[src/sfs_pkg.sv]
// Constants and types shared by the serial flash front end.
package sfs_pkg;

	////////////////////////////////////////////////////////////////////////////////
	// Widths of the serial path.
	localparam int          BYTE_W      = 8;
	localparam int          IO_W        = 2;
	localparam int          CNT_W       = 3;
	localparam logic [CNT_W:0] STEP_SINGLE = 4'h1;
	localparam logic [CNT_W:0] STEP_DUAL   = 4'h2;
	localparam logic [1:0]  BYTES_NONE  = 2'h0;
	localparam logic [1:0]  BYTES_ONE   = 2'h1;
	localparam logic [1:0]  BYTES_SAT   = 2'h2;
	localparam logic [7:0]  TX_IDLE     = 8'hff;

	// Opcode of the status write command; not given alongside the pin rules.
	localparam logic [7:0]  STATUS_WRITE_OP = 8'h01;

	////////////////////////////////////////////////////////////////////////////////
	// Synchroniser lanes, and their levels while nothing drives the bus.
	localparam int          SYNC_W     = 6;
	localparam int          SY_IO0     = 0;
	localparam int          SY_IO1     = 1;
	localparam int          SY_SCLK    = 2;
	localparam int          SY_CSN     = 3;
	localparam int          SY_HOLDN   = 4;
	localparam int          SY_WPN     = 5;
	localparam logic [SYNC_W-1:0] SYNC_IDLE = 6'h38;

	////////////////////////////////////////////////////////////////////////////////
	// Status register fields.
	localparam int          LOCK_BIT   = 7;
	localparam int          TB_BIT     = 5;
	localparam int          BP2_BIT    = 4;
	localparam int          BP1_BIT    = 3;
	localparam int          BP0_BIT    = 2;
	localparam logic [7:0]  STATUS_WR_MASK = 8'hbc;
	localparam logic [7:0]  STATUS_RESET   = 8'h00;

	////////////////////////////////////////////////////////////////////////////////
	// Array organisation: 4 KByte sectors inside 64 KByte blocks.
	localparam int          ADDR_W       = 19;
	localparam int          SECTOR_SHIFT = 12;
	localparam int          BLOCK_SHIFT  = 16;
	localparam int          SECTOR_W     = 7;
	localparam int          BLOCK_W      = 3;
	localparam int          NUM_SECTORS  = 128;
	localparam int          NUM_BLOCKS   = 8;
	localparam logic [BLOCK_W:0] BLOCKS_ALL = 4'h8;
	localparam logic [BLOCK_W:0] BLOCKS_L1  = 4'h1;
	localparam logic [BLOCK_W:0] BLOCKS_L2  = 4'h2;
	localparam logic [BLOCK_W:0] BLOCKS_L3  = 4'h4;

	typedef enum logic [2:0] {
		ST_STANDBY  = 3'b001,
		ST_SELECTED = 3'b010,
		ST_PAUSED   = 3'b100
	} sfs_state_t;

	typedef struct packed {
		logic             valid;
		logic             first;
		logic [BYTE_W-1:0] data;
	} sfs_rx_slot_t;

	typedef struct packed {
		logic [SYNC_W-1:0]   sync1;
		logic [SYNC_W-1:0]   sync2;
		logic [SYNC_W-1:0]   prev;
		sfs_state_t          state;
		logic [CNT_W-1:0]    bitCnt;
		logic [1:0]          byteCnt;
		logic [BYTE_W-1:0]   rxShift;
		logic [BYTE_W-1:0]   opcode;
		logic [BYTE_W-1:0]   txShift;
		logic                txOn;
		logic                txHoldValid;
		logic [BYTE_W-1:0]   txHold;
		sfs_rx_slot_t        slot0;
		sfs_rx_slot_t        slot1;
		logic                overrun;
		logic [BYTE_W-1:0]   status;
		logic                statusWritten;
		logic                statusRejected;
		logic [IO_W-1:0]     pinOut;
		logic [IO_W-1:0]     pinOe;
		logic                protHit;
		logic [SECTOR_W-1:0] sectorIdx;
		logic [BLOCK_W-1:0]  blockIdx;
	} sfs_regs_t;

endpackage

[src/sfs_front_end.sv]
// Serial flash front end: pin protocol, pause, status write gating, buffers.
//
// How it works
// Input bits taken on rising serial clock.
// Output bits change only after falling edges.
// Mode 0 and mode 3 both work alike.
// Chip select falling selects; high means standby.
// Master keeps chip select low whole command.
// Dual mode uses both pins both directions.
// 128 sectors of 4K, 8 blocks of 64K.
// Pause keeps bit position of current transfer.
// Master pauses only while chip select low.
// Pause enters and leaves on hold with clock low.
// Master never moves hold while clock high.
// Paused: output released, clock and input ignored.
// Chip select high while paused aborts to standby.
// Pause lasts while hold low; resume raises it.
// Status write refused when protect low, locked.
// Lock bit is status bit 7, protect low only.
// Protection bits guard array and status register.
// Bytes MSB first; partial byte aborted by deselect.
// Standby: output released, bus activity ignored.
`timescale 1ns/1ps

module sfs_front_end (
	input  wire logic                          mclk,
	input  wire logic                          rst,
	input  wire logic                          sclk,
	input  wire logic                          csN,
	input  wire logic                          holdN,
	input  wire logic                          wpN,
	input  wire logic [sfs_pkg::IO_W-1:0]      dualIoIn,
	output logic      [sfs_pkg::IO_W-1:0]      dualIoOut,
	output logic      [sfs_pkg::IO_W-1:0]      dualIoOe,
	input  wire logic                          dualMode,
	input  wire logic [sfs_pkg::BYTE_W-1:0]    txData,
	input  wire logic                          txValid,
	output logic                               txReady,
	output logic      [sfs_pkg::BYTE_W-1:0]    rxData,
	output logic                               rxFirst,
	output logic                               rxValid,
	input  wire logic                          rxReady,
	output logic                               rxOverrun,
	output logic      [sfs_pkg::BYTE_W-1:0]    statusReg,
	output logic                               statusWritten,
	output logic                               statusRejected,
	output logic                               selected,
	output logic                               paused,
	input  wire logic [sfs_pkg::ADDR_W-1:0]    protAddr,
	output logic                               protHit,
	output logic      [sfs_pkg::SECTOR_W-1:0]  sectorIdx,
	output logic      [sfs_pkg::BLOCK_W-1:0]   blockIdx
);

	////////////////////////////////////////////////////////////////////////////////
	// State.

	sfs_pkg::sfs_regs_t r_q;
	sfs_pkg::sfs_regs_t r_d;

	logic                          sclkNow;
	logic                          sclkRise;
	logic                          sclkFall;
	logic                          csRise;
	logic                          csFall;
	logic                          holdRise;
	logic                          holdFall;
	logic                          locked;
	logic [sfs_pkg::CNT_W:0]       step;
	logic [sfs_pkg::CNT_W:0]       cntSum;
	logic                          byteDone;
	logic [sfs_pkg::BYTE_W-1:0]    rxNext;
	logic [sfs_pkg::BYTE_W-1:0]    txNext;
	logic                          push;
	logic                          pop;
	sfs_pkg::sfs_rx_slot_t         newWord;
	logic [sfs_pkg::BLOCK_W:0]     protBlocks;
	logic [sfs_pkg::BLOCK_W:0]     queryBlock;
	logic [2:0]                    protLevel;

	////////////////////////////////////////////////////////////////////////////////
	// Next state.

	always_comb begin
		r_d = r_q;

		// Pins come from the master's domain; only the second stage and its delayed copy are looked at.
		r_d.sync1 = {wpN, holdN, csN, sclk, dualIoIn};
		r_d.sync2 = r_q.sync1;
		r_d.prev  = r_q.sync2;

		sclkNow  = r_q.sync2[sfs_pkg::SY_SCLK];
		sclkRise = sclkNow & ~r_q.prev[sfs_pkg::SY_SCLK];
		sclkFall = ~sclkNow & r_q.prev[sfs_pkg::SY_SCLK];
		csRise   = r_q.sync2[sfs_pkg::SY_CSN] & ~r_q.prev[sfs_pkg::SY_CSN];
		csFall   = ~r_q.sync2[sfs_pkg::SY_CSN] & r_q.prev[sfs_pkg::SY_CSN];
		holdRise = r_q.sync2[sfs_pkg::SY_HOLDN] & ~r_q.prev[sfs_pkg::SY_HOLDN];
		holdFall = ~r_q.sync2[sfs_pkg::SY_HOLDN] & r_q.prev[sfs_pkg::SY_HOLDN];

		// The lock bit only counts while the protect pin is low.
		locked = ~r_q.sync2[sfs_pkg::SY_WPN] & r_q.status[sfs_pkg::LOCK_BIT];

		step   = dualMode ? sfs_pkg::STEP_DUAL : sfs_pkg::STEP_SINGLE;
		cntSum = {1'b0, r_q.bitCnt} + step;

		// Most significant bit first; in dual mode the upper pin carries the higher bit.
		rxNext = dualMode ?
			{r_q.rxShift[sfs_pkg::BYTE_W-3:0], r_q.sync2[sfs_pkg::SY_IO1],
				r_q.sync2[sfs_pkg::SY_IO0]} :
			{r_q.rxShift[sfs_pkg::BYTE_W-2:0], r_q.sync2[sfs_pkg::SY_IO0]};
		txNext = dualMode ?
			{r_q.txShift[sfs_pkg::BYTE_W-3:0], 2'h0} :
			{r_q.txShift[sfs_pkg::BYTE_W-2:0], 1'h0};

		byteDone = 1'b0;
		push     = 1'b0;
		newWord  = '0;

		r_d.statusWritten  = 1'b0;
		r_d.statusRejected = 1'b0;

		unique case (r_q.state)
			sfs_pkg::ST_STANDBY: begin
				// Clock and data are ignored until chip select falls.
				r_d.bitCnt  = '0;
				r_d.byteCnt = sfs_pkg::BYTES_NONE;
				r_d.txOn    = 1'b0;
				if (csFall) begin
					r_d.state   = sfs_pkg::ST_SELECTED;
					r_d.overrun = 1'b0;
				end
			end
			sfs_pkg::ST_SELECTED: begin
				if (csRise) begin
					// A byte cut short is simply dropped.
					r_d.state  = sfs_pkg::ST_STANDBY;
					r_d.bitCnt = '0;
					r_d.txOn   = 1'b0;
				end else if (holdFall && !sclkNow) begin
					r_d.state = sfs_pkg::ST_PAUSED;
				end else if (sclkRise) begin
					// Sampling edge is the rising one whatever the idle level.
					r_d.rxShift = rxNext;
					r_d.bitCnt  = cntSum[sfs_pkg::CNT_W-1:0];
					byteDone    = cntSum[sfs_pkg::CNT_W];
				end else if (sclkFall) begin
					// A fall before any rise, as in mode 3, finds no byte done.
					if (r_q.bitCnt == '0 && r_q.byteCnt != sfs_pkg::BYTES_NONE) begin
						r_d.txOn = r_q.txHoldValid;
						r_d.txShift = r_q.txHoldValid ? r_q.txHold : sfs_pkg::TX_IDLE;
						r_d.txHoldValid = 1'b0;
					end else if (r_q.txOn) begin
						r_d.txShift = txNext;
					end
				end
			end
			sfs_pkg::ST_PAUSED: begin
				// Counters and shifters stand still, so the transfer resumes in place.
				if (csRise) begin
					r_d.state  = sfs_pkg::ST_STANDBY;
					r_d.bitCnt = '0;
					r_d.txOn   = 1'b0;
				end else if (holdRise && !sclkNow) begin
					r_d.state = sfs_pkg::ST_SELECTED;
				end
			end
			default: begin
				r_d.state = sfs_pkg::ST_STANDBY;
			end
		endcase

		////////////////////////////////////////////////////////////////////////////
		// Command tracking and status write gating.

		if (byteDone) begin
			push          = 1'b1;
			newWord.valid = 1'b1;
			newWord.first = (r_q.byteCnt == sfs_pkg::BYTES_NONE);
			newWord.data  = rxNext;
			if (r_q.byteCnt == sfs_pkg::BYTES_NONE) begin
				r_d.opcode = rxNext;
			end
			if (r_q.byteCnt == sfs_pkg::BYTES_ONE &&
				r_q.opcode == sfs_pkg::STATUS_WRITE_OP) begin
				if (locked) begin
					r_d.statusRejected = 1'b1;
				end else begin
					r_d.status = (r_q.status & ~sfs_pkg::STATUS_WR_MASK) |
						(rxNext & sfs_pkg::STATUS_WR_MASK);
					r_d.statusWritten = 1'b1;
				end
			end
			if (r_q.byteCnt != sfs_pkg::BYTES_SAT) begin
				r_d.byteCnt = r_q.byteCnt + sfs_pkg::BYTES_ONE;
			end
		end

		////////////////////////////////////////////////////////////////////////////
		// Transmit holding register: one word waits for the next byte boundary.

		if (txValid && !r_q.txHoldValid) begin
			r_d.txHoldValid = 1'b1;
			r_d.txHold      = txData;
		end

		////////////////////////////////////////////////////////////////////////////
		// Two-entry receive buffer. The bus master cannot be stalled, so a third
		// word with both slots full is dropped and reported instead.

		pop = r_q.slot0.valid & rxReady;
		if (pop) begin
			r_d.slot0       = r_q.slot1;
			r_d.slot1.valid = 1'b0;
		end
		if (push) begin
			if (!r_d.slot0.valid) begin
				r_d.slot0 = newWord;
			end else if (!r_d.slot1.valid) begin
				r_d.slot1 = newWord;
			end else begin
				r_d.overrun = 1'b1;
			end
		end

		////////////////////////////////////////////////////////////////////////////
		// Pin drive. Released in standby and pause; the word position is kept.

		r_d.pinOut = {r_d.txShift[sfs_pkg::BYTE_W-1], r_d.txShift[sfs_pkg::BYTE_W-2]};
		if (r_d.state == sfs_pkg::ST_SELECTED && r_d.txOn) begin
			r_d.pinOe = dualMode ? 2'h3 : 2'h2;
		end else begin
			r_d.pinOe = 2'h0;
		end
		if (!dualMode) begin
			r_d.pinOut[sfs_pkg::SY_IO0] = 1'b0;
		end

		////////////////////////////////////////////////////////////////////////////
		// Protection query against the 64 KByte block map.

		protLevel = {r_q.status[sfs_pkg::BP2_BIT], r_q.status[sfs_pkg::BP1_BIT],
			r_q.status[sfs_pkg::BP0_BIT]};
		unique case (protLevel[1:0])
			2'h1:    protBlocks = sfs_pkg::BLOCKS_L1;
			2'h2:    protBlocks = sfs_pkg::BLOCKS_L2;
			2'h3:    protBlocks = sfs_pkg::BLOCKS_L3;
			default: protBlocks = '0;
		endcase
		if (protLevel[2]) begin
			protBlocks = sfs_pkg::BLOCKS_ALL;
		end
		queryBlock    = {1'b0, protAddr[sfs_pkg::ADDR_W-1:sfs_pkg::BLOCK_SHIFT]};
		r_d.blockIdx  = protAddr[sfs_pkg::ADDR_W-1:sfs_pkg::BLOCK_SHIFT];
		r_d.sectorIdx = protAddr[sfs_pkg::ADDR_W-1:sfs_pkg::SECTOR_SHIFT];
		if (r_q.status[sfs_pkg::TB_BIT]) begin
			r_d.protHit = queryBlock < protBlocks;
		end else begin
			r_d.protHit = queryBlock >= (sfs_pkg::BLOCKS_ALL - protBlocks);
		end
	end

	////////////////////////////////////////////////////////////////////////////////
	// Registers.

	always_ff @(posedge mclk) begin
		if (rst) begin
			r_q                <= '0;
			r_q.sync1          <= sfs_pkg::SYNC_IDLE;
			r_q.sync2          <= sfs_pkg::SYNC_IDLE;
			r_q.prev           <= sfs_pkg::SYNC_IDLE;
			r_q.state          <= sfs_pkg::ST_STANDBY;
			r_q.txShift        <= sfs_pkg::TX_IDLE;
			r_q.status         <= sfs_pkg::STATUS_RESET;
		end else begin
			r_q <= r_d;
		end
	end

	////////////////////////////////////////////////////////////////////////////////
	// Outputs, each straight from the state register.

	assign dualIoOut      = r_q.pinOut;
	assign dualIoOe       = r_q.pinOe;
	assign txReady        = ~r_q.txHoldValid;
	assign rxData         = r_q.slot0.data;
	assign rxFirst        = r_q.slot0.first;
	assign rxValid        = r_q.slot0.valid;
	assign rxOverrun      = r_q.overrun;
	assign statusReg      = r_q.status;
	assign statusWritten  = r_q.statusWritten;
	assign statusRejected = r_q.statusRejected;
	assign selected       = r_q.state == sfs_pkg::ST_SELECTED;
	assign paused         = r_q.state == sfs_pkg::ST_PAUSED;
	assign protHit        = r_q.protHit;
	assign sectorIdx      = r_q.sectorIdx;
	assign blockIdx       = r_q.blockIdx;

endmodule

[config.mk]
export PLATFORM = sky130hd
export DESIGN_NAME = sfs_front_end
export DESIGN_NICKNAME = d
export VERILOG_FILES = /design/src/sfs_pkg.sv /design/src/sfs_front_end.sv
export SDC_FILE = /design/constraint.sdc
export NUM_CORES = 1
export LEC_CHECK = 0
export ABC_CLOCK_PERIOD_IN_PS = 4600
export BUFFER_PORTS_ARGS = -buffer_cell sky130_fd_sc_hd__buf_2
export CORE_MARGIN = 2
export CORE_UTILIZATION = 25
export CTS_BUF_LIST = sky130_fd_sc_hd__clkbuf_8
export DETAILED_ROUTE_END_ITERATION = 10
export PLACE_DENSITY = 0.47
export SETUP_SLACK_MARGIN = 0.1
export SLEW_MARGIN = 25
export SYNTH_ARGS = -nofsm -noshare
export SYNTH_HDL_FRONTEND = slang
export SYNTH_SLANG_ARGS = --single-unit
[constraint.sdc]
create_clock -name mclk -period 4.6 [get_ports mclk]
set_input_delay 0.23 -clock mclk [delete_from_list [all_inputs] [get_ports mclk]]
set_output_delay 0.23 -clock mclk [all_outputs]
set_load 0.03 [all_outputs]
# After elaboration in Yosys (flattened, before gate mapping)
# Cells that the tools add are included.
# word_totals
regBits	104
in_bits	38
out_inout_bits	39
elab_cells	153
# classes
n_addsub	3
n_lt_le_gt_ge	2
n_eq_ne	16
muxes	51
n_bitwise	26
reduce_logical	26
# ops
cell	count
$mux W10	6
$mux W8	7
$pmux W3 S3	3
$mux W11	2
$mux W21	1
$mux W3	7
$not A1 Y1	17
$mux W1	16
$reduce_and A6 Y1	2
$mux W2	5
$reduce_bool A2 Y1	5
$mux W9	1
$and A1 B1 Y1	8
$eq A8 B1 Y1 const B	1
$ne A2 B1 Y1 const B	4
$or A7 B8 Y8	1
$reduce_and A4 Y1	2
$eq A3 B2 Y1 const B	2
$logic_and A1 B1 Y1	6
$mux W6	1
$reduce_and A3 Y1	2
$add A3 B2 Y4	1
$eq A2 B1 Y1 const B	2
$eq A2 B2 Y1 const B	2
other kinds (18)	20

# Depth between registers and ports, before layout
# Gate-level depths: netlist (run 1).
# depth
ltp_word	11
ltp_mapped	10
depth_no_buf	8

# Worst setup path after synthesis (run 1)
# No wires, ideal clock.
# synth_timing
path_type	in2reg
start	input dualMode
end	register r_q[80] (netlist bit)
setup_time_ns	0.128
t_arrival_ns	2.014
required_time_ns	4.472
path_slack_ns	2.459
path_stages	10
n_path_buf	3
path_cell_list	clkbuf_1 -> inv_1 -> ha_1 -> a21o_1 -> and2_0 -> and3_1 -> buf_4 -> buf_6 -> a31oi_1 -> nor2_1
# synth_between
elab_chain_len	7
# synth_lines
item	line_no	text
from (decl)	sfs_front_end.sv:35	input wire logic dualMode,
$mux W2	sfs_front_end.sv:103	step = dualMode ? sfs_pkg::STEP_DUAL : sfs_pkg::STEP_SINGLE;
$add A3 B2 Y4	sfs_front_end.sv:104	cntSum = {1'b0, r_q.bitCnt} + step;
$mux W1	sfs_front_end.sv:141	end else if (sclkRise) begin
$mux W1	sfs_front_end.sv:139	end else if (holdFall && !sclkNow) begin
$mux W1	sfs_front_end.sv:134	if (csRise) begin
$mux W1	sfs_front_end.sv:122	unique case (r_q.state)
$mux W2	sfs_front_end.sv:175	if (byteDone) begin
to (signal assigned)	sfs_front_end.sv:275	r_q <= r_d;
to (decl)	sfs_front_end.sv:58	sfs_pkg::sfs_regs_t r_q;
# Every way passes these cells.
# A chain may end at the register's enable or synchronous reset.

# Worst setup path after layout (run 1)
# layout_timing
start	register r_q[86] (netlist bit)
end	register r_q[64] (netlist bit)
# layout_between
elab_chain_len	3
# layout_lines
item	line_no
$eq A3 B2 Y1	sfs_front_end.sv:122
$mux W1	sfs_front_end.sv:122
$reduce_and A2 Y1 (no line)	--
# Every way passes these cells.

==> results.py, run 1 <==
metrics = {
    "outcome": {
        "status": "complete, no violations",
    },
    "cts": {
        "clockBufferDepth": 2,
        "clk_pin_slew_ns": 0.09,
        "cts_tree": "done",
        "insertion_delay_ns": 0.37,
        "ctsResizeCount": 0,
        "cts-hold-fix-buffers": 0,
        "cts_root_buf": "clkbuf_8",
        "postCtsSetupBuffers": 0,
        "htree_levels": 3,
        "clock-sinks": 96,
        "cts_made_buffers": 9,
    },
    "layout": {
        "drive_gt1_share_pct": 23.83,
        "n_antenna_cell": 0,
        "area_growth_pct": 11.05,
        "fin_nets": 533,
    },
    "die": {
        "core_area_um2": 17180,
        "die_x_um": 136.0,
        "die_y_um": 136.0,
        "io_pins": 77,
        "start_util_pct": 25.37,
        "rows": 48,
        "dieArea_um2": 18500,
    },
    "power": {
        "pwr-share-comb_pct": 5.8,
        "vdd_drop_max_mv": 0.1557,
        "p_sw_mw": 0.3720,
        "leakagePower_nw": 1.868,
        "p_int_mw": 1.173,
        "p_total_mw": 1.545,
        "pwr-share-seq_pct": 55.3,
        "clock_power_share_pct": 38.9,
        "switching_share_pct": 24.07,
        "power.density_nw_per_um2": 319.3,
    },
    "drt": {
        "vias_per_cell": 4.380,
        "drtIter0Drc": 116,
        "post_drt_wl_per_cell_um": 13.26,
        "ant_nets": 0,
        "wirelength_um": 9497,
        "first_pass_iters": 4,
        "drc": 0,
        "vias": 3136,
    },
    "synth": {
        "ys.flop_type": "dfxtp_1",
        "synth_seq_cells": 96,
        "yosys_warnings": 0,
        "syn_area_um2": 4358,
        "synth_cell_types": 54,
        "synthArstFlopShare_pct": 0,
        "ys_seq_area_share_pct": 44.10,
        "synth_edf_count": 0,
        "syn_avg_cell_area_um2": 9.412,
        "syn_inst": 463,
    },
    "critical_path": {
        "timing.rr.start": "r_q[86]",
        "reg2reg_slack_ns": 2.28,
        "start_kind": "flop",
        "worstPathArrival_ns": 2.56,
        "critical_path_class": "flop to flop",
        "crit_fanout": 20,
        "crit_start": "r_q[86]",
        "end_kind": "flop",
        "required_ns": 4.84,
    },
    "placed_design": {
        "hpwlAfterDp_um": 6711,
        "io_buffer_count": 61,
        "pre_cts_slack_ns": 2.052,
        "gp_congestion": 0.7516,
    },
    "sta": {
        "fin_ws_ns": 2.284,
        "slew_violations": 0,
        "fin_setup_tns_ns": 0,
        "clock.fmax_mhz": 431.8,
        "grt_setup_unrepaired": "false",
        "hold_viol": 0,
        "worst_pin_slew_ns": 0.8118,
        "slew_headroom_pct": 45.47,
        "setup_violations": 0,
        "finalCritPeriodShare_pct": 50.34,
        "fin_skew_ns": 0.008750,
        "period_needed_ns": 2.316,
    },
    "grt": {
        "grt_max_degree": 55,
        "grt_pass1_vias": 3033,
        "antenna_found_initial": 0,
        "grt.total_usage_pct": 10.80,
        "grt_pass1_wl_um": 15740,
        "grt_overflow": 0,
    },
    "hold_path": {
        "hp-class": "input pin to flop",
        "min_from": "holdN",
    },
    "flow_run": {
        "maxCapViolCount": 0,
    },
}
## cells in the final DEF (no fill, tap or decap), types with 4 or more instances in the layout
master    instances
a211o_1           6
a211oi_1         20
a21oi_1          22
a311oi_1          4
a31oi_1           4
buf_2            61
clkbuf_8         12
dfxtp_1          96
ha_1              8
inv_1            13
mux2_2           11
mux2i_1          22
nand2_1          37
nand2b_1          8
nand3_1           8
nand3b_1          6
nor2_1           48
nor2b_1          20
o21ai_0          11
or2_2             9
or3b_2            4
xnor2_1           4
## sequential cells by signal, indices dropped and copies added (netlist names)
| signal | flops |
|---|---|
| rxFirst | 1 |
| r_q | 54 |
| dualIoOe | 2 |
| rxValid | 1 |
| rxOverrun | 1 |
| rxData | 8 |
| dualIoOut | 2 |
| statusReg | 5 |
| protHit | 1 |
| statusRejected | 1 |
| sectorIdx | 7 |
| r_d | 12 |
| statusWritten | 1 |
## logic make-up (layout without fill, tap and decap cells)
family | count (synthesis) | count (layout) | synth area share, %
AO/OA/AOI/OAI | 89 | 89 | 14.13
flip-flops | 96 | 96 | 44.10
multiplexers | 33 | 33 | 7.895
adder cells (fa/ha/maj) | 9 | 9 | 2.756
XOR/XNOR | 4 | 4 | 0.8038
buffers and inverters | 67 | 93 | 9.216
other | 1 | 3 | 0.08605
AND/OR/NAND/NOR | 164 | 164 | 21.02
## power groups by stage
stage	registers (mW)	clock network, mW	logic, mW
after detailed placement	0.874	0	0.0915
after floorplan	0.871	0	0.0718
final	0.854	0.601	0.0900
after global placement	0.874	0	0.0904
after global routing	0.857	0.663	0.100
after CTS	0.855	0.624	0.0918
## layout make-up
type / count / area, um^2
Tap cell: 225 / 281.5
Clock buffer: 12 / 165.2
Fill cell: 1887 / 12340
Inverter: 14 / 57.56
Clock inverter: 4 / 51.30
Multi-Input combinational cell: 302 / 2042
Sequential cell: 96 / 1922
Timing Repair Buffer: 63 / 320.3
## final timing paths
check	end	depth (start not counted)
min reg2reg	r_d[91]	1
max	r_q[64]	6
min	r_d[98]	2
max reg2reg	r_q[64]	6
## Yosys cell counts (9+ instances only)
| cell | instances | area [um^2] |
|---|---|---|
| dfxtp_1 | 96 | 1922 |
| nor2_1 | 48 | 180.2 |
| mux2_2 | 11 | 123.9 |
| inv_1 | 13 | 48.80 |
| clkbuf_1 | 16 | 60.06 |
| nand2_1 | 37 | 138.9 |
| a21oi_1 | 22 | 110.1 |
| mux2i_1 | 22 | 220.2 |
| buf_4 | 32 | 240.2 |
| or2_2 | 9 | 56.30 |
| o21ai_0 | 11 | 55.05 |
| a211oi_1 | 20 | 150.1 |
| nor2b_1 | 20 | 125.1 |
## critical path: stages, from the launching register on
cell and delay [ns]:
dfxtp_1 0.44, or3b_4 0.46, nor3_2 0.18, buf_4 0.26
and3_1 0.54, mux2i_1 0.25, nor2_1 0.05
## per-stage QoR
| stage | cells | area (um^2) | hold slack, ns | utilization, % |
|---|---|---|---|---|
| 2_1_floorplan | 465 | 4365 | 0.3338 | - |
| 3_3_place_gp | 700 | 4623 | 0.3989 | 26.92 |
| 3_5_place_dp | 700 | 4623 | 0.3979 | 26.92 |
| 4_1_cts | 716 | 4840 | 0.01643 | 28.18 |
| 5_1_grt | 716 | 4840 | 0.02016 | 28.18 |
| 6_report | 716 | 4840 | 0.03784 | 28.18 |
## layer usage
metal	track usage, %	routed length (um)
met1	14.44	4747
met2	16.61	4325
met3	3.244	332
met4	3.472	91
met5	0	0
(Power assumes the default switching activity.)
==> run 2, diff against run 1 <==
- ABC_CLOCK_PERIOD_IN_PS: 4600 -> 1900
- PLACE_DENSITY: 0.47 -> 0.48
- clock period: 4.6 -> 1.9 ns (I/O delays scaled with it)
==> run 2 against run 1 <==
Register-to-register slack got worse by 2.2 ns. Wire length increased by 13%. Power rose to 2.6 times the previous value. Clock skew rose by 0.0014 ns. Die area unchanged. Combinational power increased to 3.1 times the previous value. Sequential cell count unchanged. Cell count grew 9.5%. Clock power rose to 2.9 times the previous value. Clock-buffer cell count shrank 3. Setup slack lost 2.2 ns. Critical endpoint is now protHit. Largest power group unchanged.
==> results.py, run 2 (synthesized netlist as in run 1, its figures left out) <==
metrics = {
    "critical_path": {
        "max_stage_delay_ns": 0.41,
        "critPathTopFamily": "adder cells",
        "end_kind": "flop",
        "crit_fanout": 4,
        "crit_top_cell": "ha_4",
        "crit_chain": "or3b_4 -> ha_4 -> inv_2 -> ha_4 -> a21o_1 -> a211oi_2 -> nor3_1",
        "critical_path_class": "flop to flop",
        "r2r_cells": 7,
        "cp_slowest_cell": "or3b_4",
        "worstPathArrival_ns": 2.08,
        "start_kind": "flop",
        "cp_num_cells": 7,
        "worst-path-buf-inv": 1,
        "required_ns": 2.15,
    },
    "layout": {
        "top_register": "r_q",
        "final_cell_mix": "90 x dfxtp_1, 60 x buf_2, 43 x nor2_1, 35 x nand2_1, 35 x buf_4",
        "area_growth_pct": 31.93,
        "fin_nets": 601,
        "fin_area_um2": 5749,
        "n_antenna_cell": 0,
        "final_common_cell": "dfxtp_1",
        "stdcell_count": 784,
        "drive_gt1_share_pct": 35.78,
        "largest_reg_flops": 54,
        "fin_util_pct": 33.47,
    },
    "grt": {
        "grt_max_degree": 48,
        "grtUsageMet3_pct": 3.915,
        "use_met2_pct": 21.16,
        "grt_overflow": 0,
        "grt.total_usage_pct": 11.59,
        "gr-usage-met1_pct": 12.80,
        "antenna_found_initial": 0,
        "top_usage_layer": "met2",
        "grt_pass1_vias": 3423,
        "grt_pass1_wl_um": 16740,
    },
    "cts": {
        "cts_tree": "done",
        "clockBufferDepth": 2,
        "clock-sinks": 96,
        "insertion_delay_ns": 0.38,
        "clk_pin_slew_ns": 0.09,
        "cts_made_buffers": 9,
        "cts_root_buf": "clkbuf_8",
        "htree_levels": 3,
    },
    "power": {
        "leakagePower_nw": 2.288,
        "p_sw_mw": 0.9038,
        "power.density_nw_per_um2": 708.1,
        "clock_power_share_pct": 42.4,
        "p_total_mw": 4.071,
        "p_int_mw": 3.167,
        "pwr-share-comb_pct": 6.8,
        "switching_share_pct": 22.20,
        "vdd_drop_max_mv": 0.4294,
        "pwr-share-seq_pct": 50.8,
    },
    "die": {
        "dieArea_um2": 18500,
        "core_area_um2": 17180,
        "die_x_um": 136.0,
        "start_util_pct": 25.37,
        "die_y_um": 136.0,
        "io_pins": 77,
        "rows": 48,
    },
    "sta": {
        "clock.fmax_mhz": 546.5,
        "grt_setup_unrepaired": "true",
        "setup_violations": 0,
        "finalCritPeriodShare_pct": 96.31,
        "hold_viol": 0,
        "slew_violations": 0,
        "period_needed_ns": 1.830,
        "whs_ns": 0.07169,
        "slew_headroom_pct": 59.05,
        "worst_pin_slew_ns": 0.6131,
        "fin_skew_ns": 0.01015,
        "fin_setup_tns_ns": 0,
        "fin_ws_ns": 0.07019,
    },
    "drt": {
        "first_pass_iters": 4,
        "vias_per_cell": 4.528,
        "vias": 3550,
        "drc": 0,
        "post_drt_wl_per_cell_um": 13.68,
        "wirelength_um": 10720,
        "drtIter0Drc": 155,
        "ant_nets": 0,
    },
    "hold_path": {
        "hp-class": "input pin to flop",
        "hold_depth": 3,
    },
    "placed_design": {
        "hpwlAfterDp_um": 7194,
        "pre_cts_slack_ns": -0.03762,
        "postPlaceCellArea_um2": 4853,
        "place_inst": 722,
        "gp_congestion": 0.7599,
        "io_buffer_count": 61,
    },
    "flow_run": {
        "maxCapViolCount": 0,
    },
    "outcome": {
        "status": "complete, no violations",
    },
}
[run 2: final timing paths]
path         slack [ns]         to          from
max                0.07    protHit  statusReg[3]
min                0.07  rxData[1]       rxReady
max reg2reg        0.07    protHit  statusReg[3]
min reg2reg        0.41    r_d[91]       r_d[97]
[run 2: per-layer routing]
layer	share of wire, %	vias up
li1	-	1763
met2	52	66
met4	1.4	0
met1	42	1713
met5	0	-
met3	4.3	8
[run 2: final cells by class]
cell class | count | area [um^2]
clock buffers | 9 | 123.9
repair buffers | 128 | 934.6
inverters | 14 | 57.56
flip-flops and latches | 96 | 1932
clock inverters | 7 | 136.4
fillers | 1831 | 11430
multi-input cells | 305 | 2283
well taps | 225 | 281.5
[run 2: power by group through the flow]
stage	clock network, mW	logic (mW)	registers (mW)
after detailed placement	0	0.233	2.12
after CTS	1.79	0.273	2.07
after floorplan	0	0.175	2.11
after global routing	1.87	0.304	2.07
after global placement	0	0.229	2.12
final	1.73	0.275	2.07
[run 2: tightest hold or removal path, cell delays in order]
cell      delay [ns]
buf_2           0.15
nand3_1         0.09
a311oi_1        0.08
[run 2: timing repair]
action	4_1_cts	5_1_grt
resized for setup	18	35
hold buffers	22	0
pin swaps	13	27
cloned	3	3
endpoints found under the hold margin	22	0
buffers inserted	10	9
setup endpoints to repair	31	43
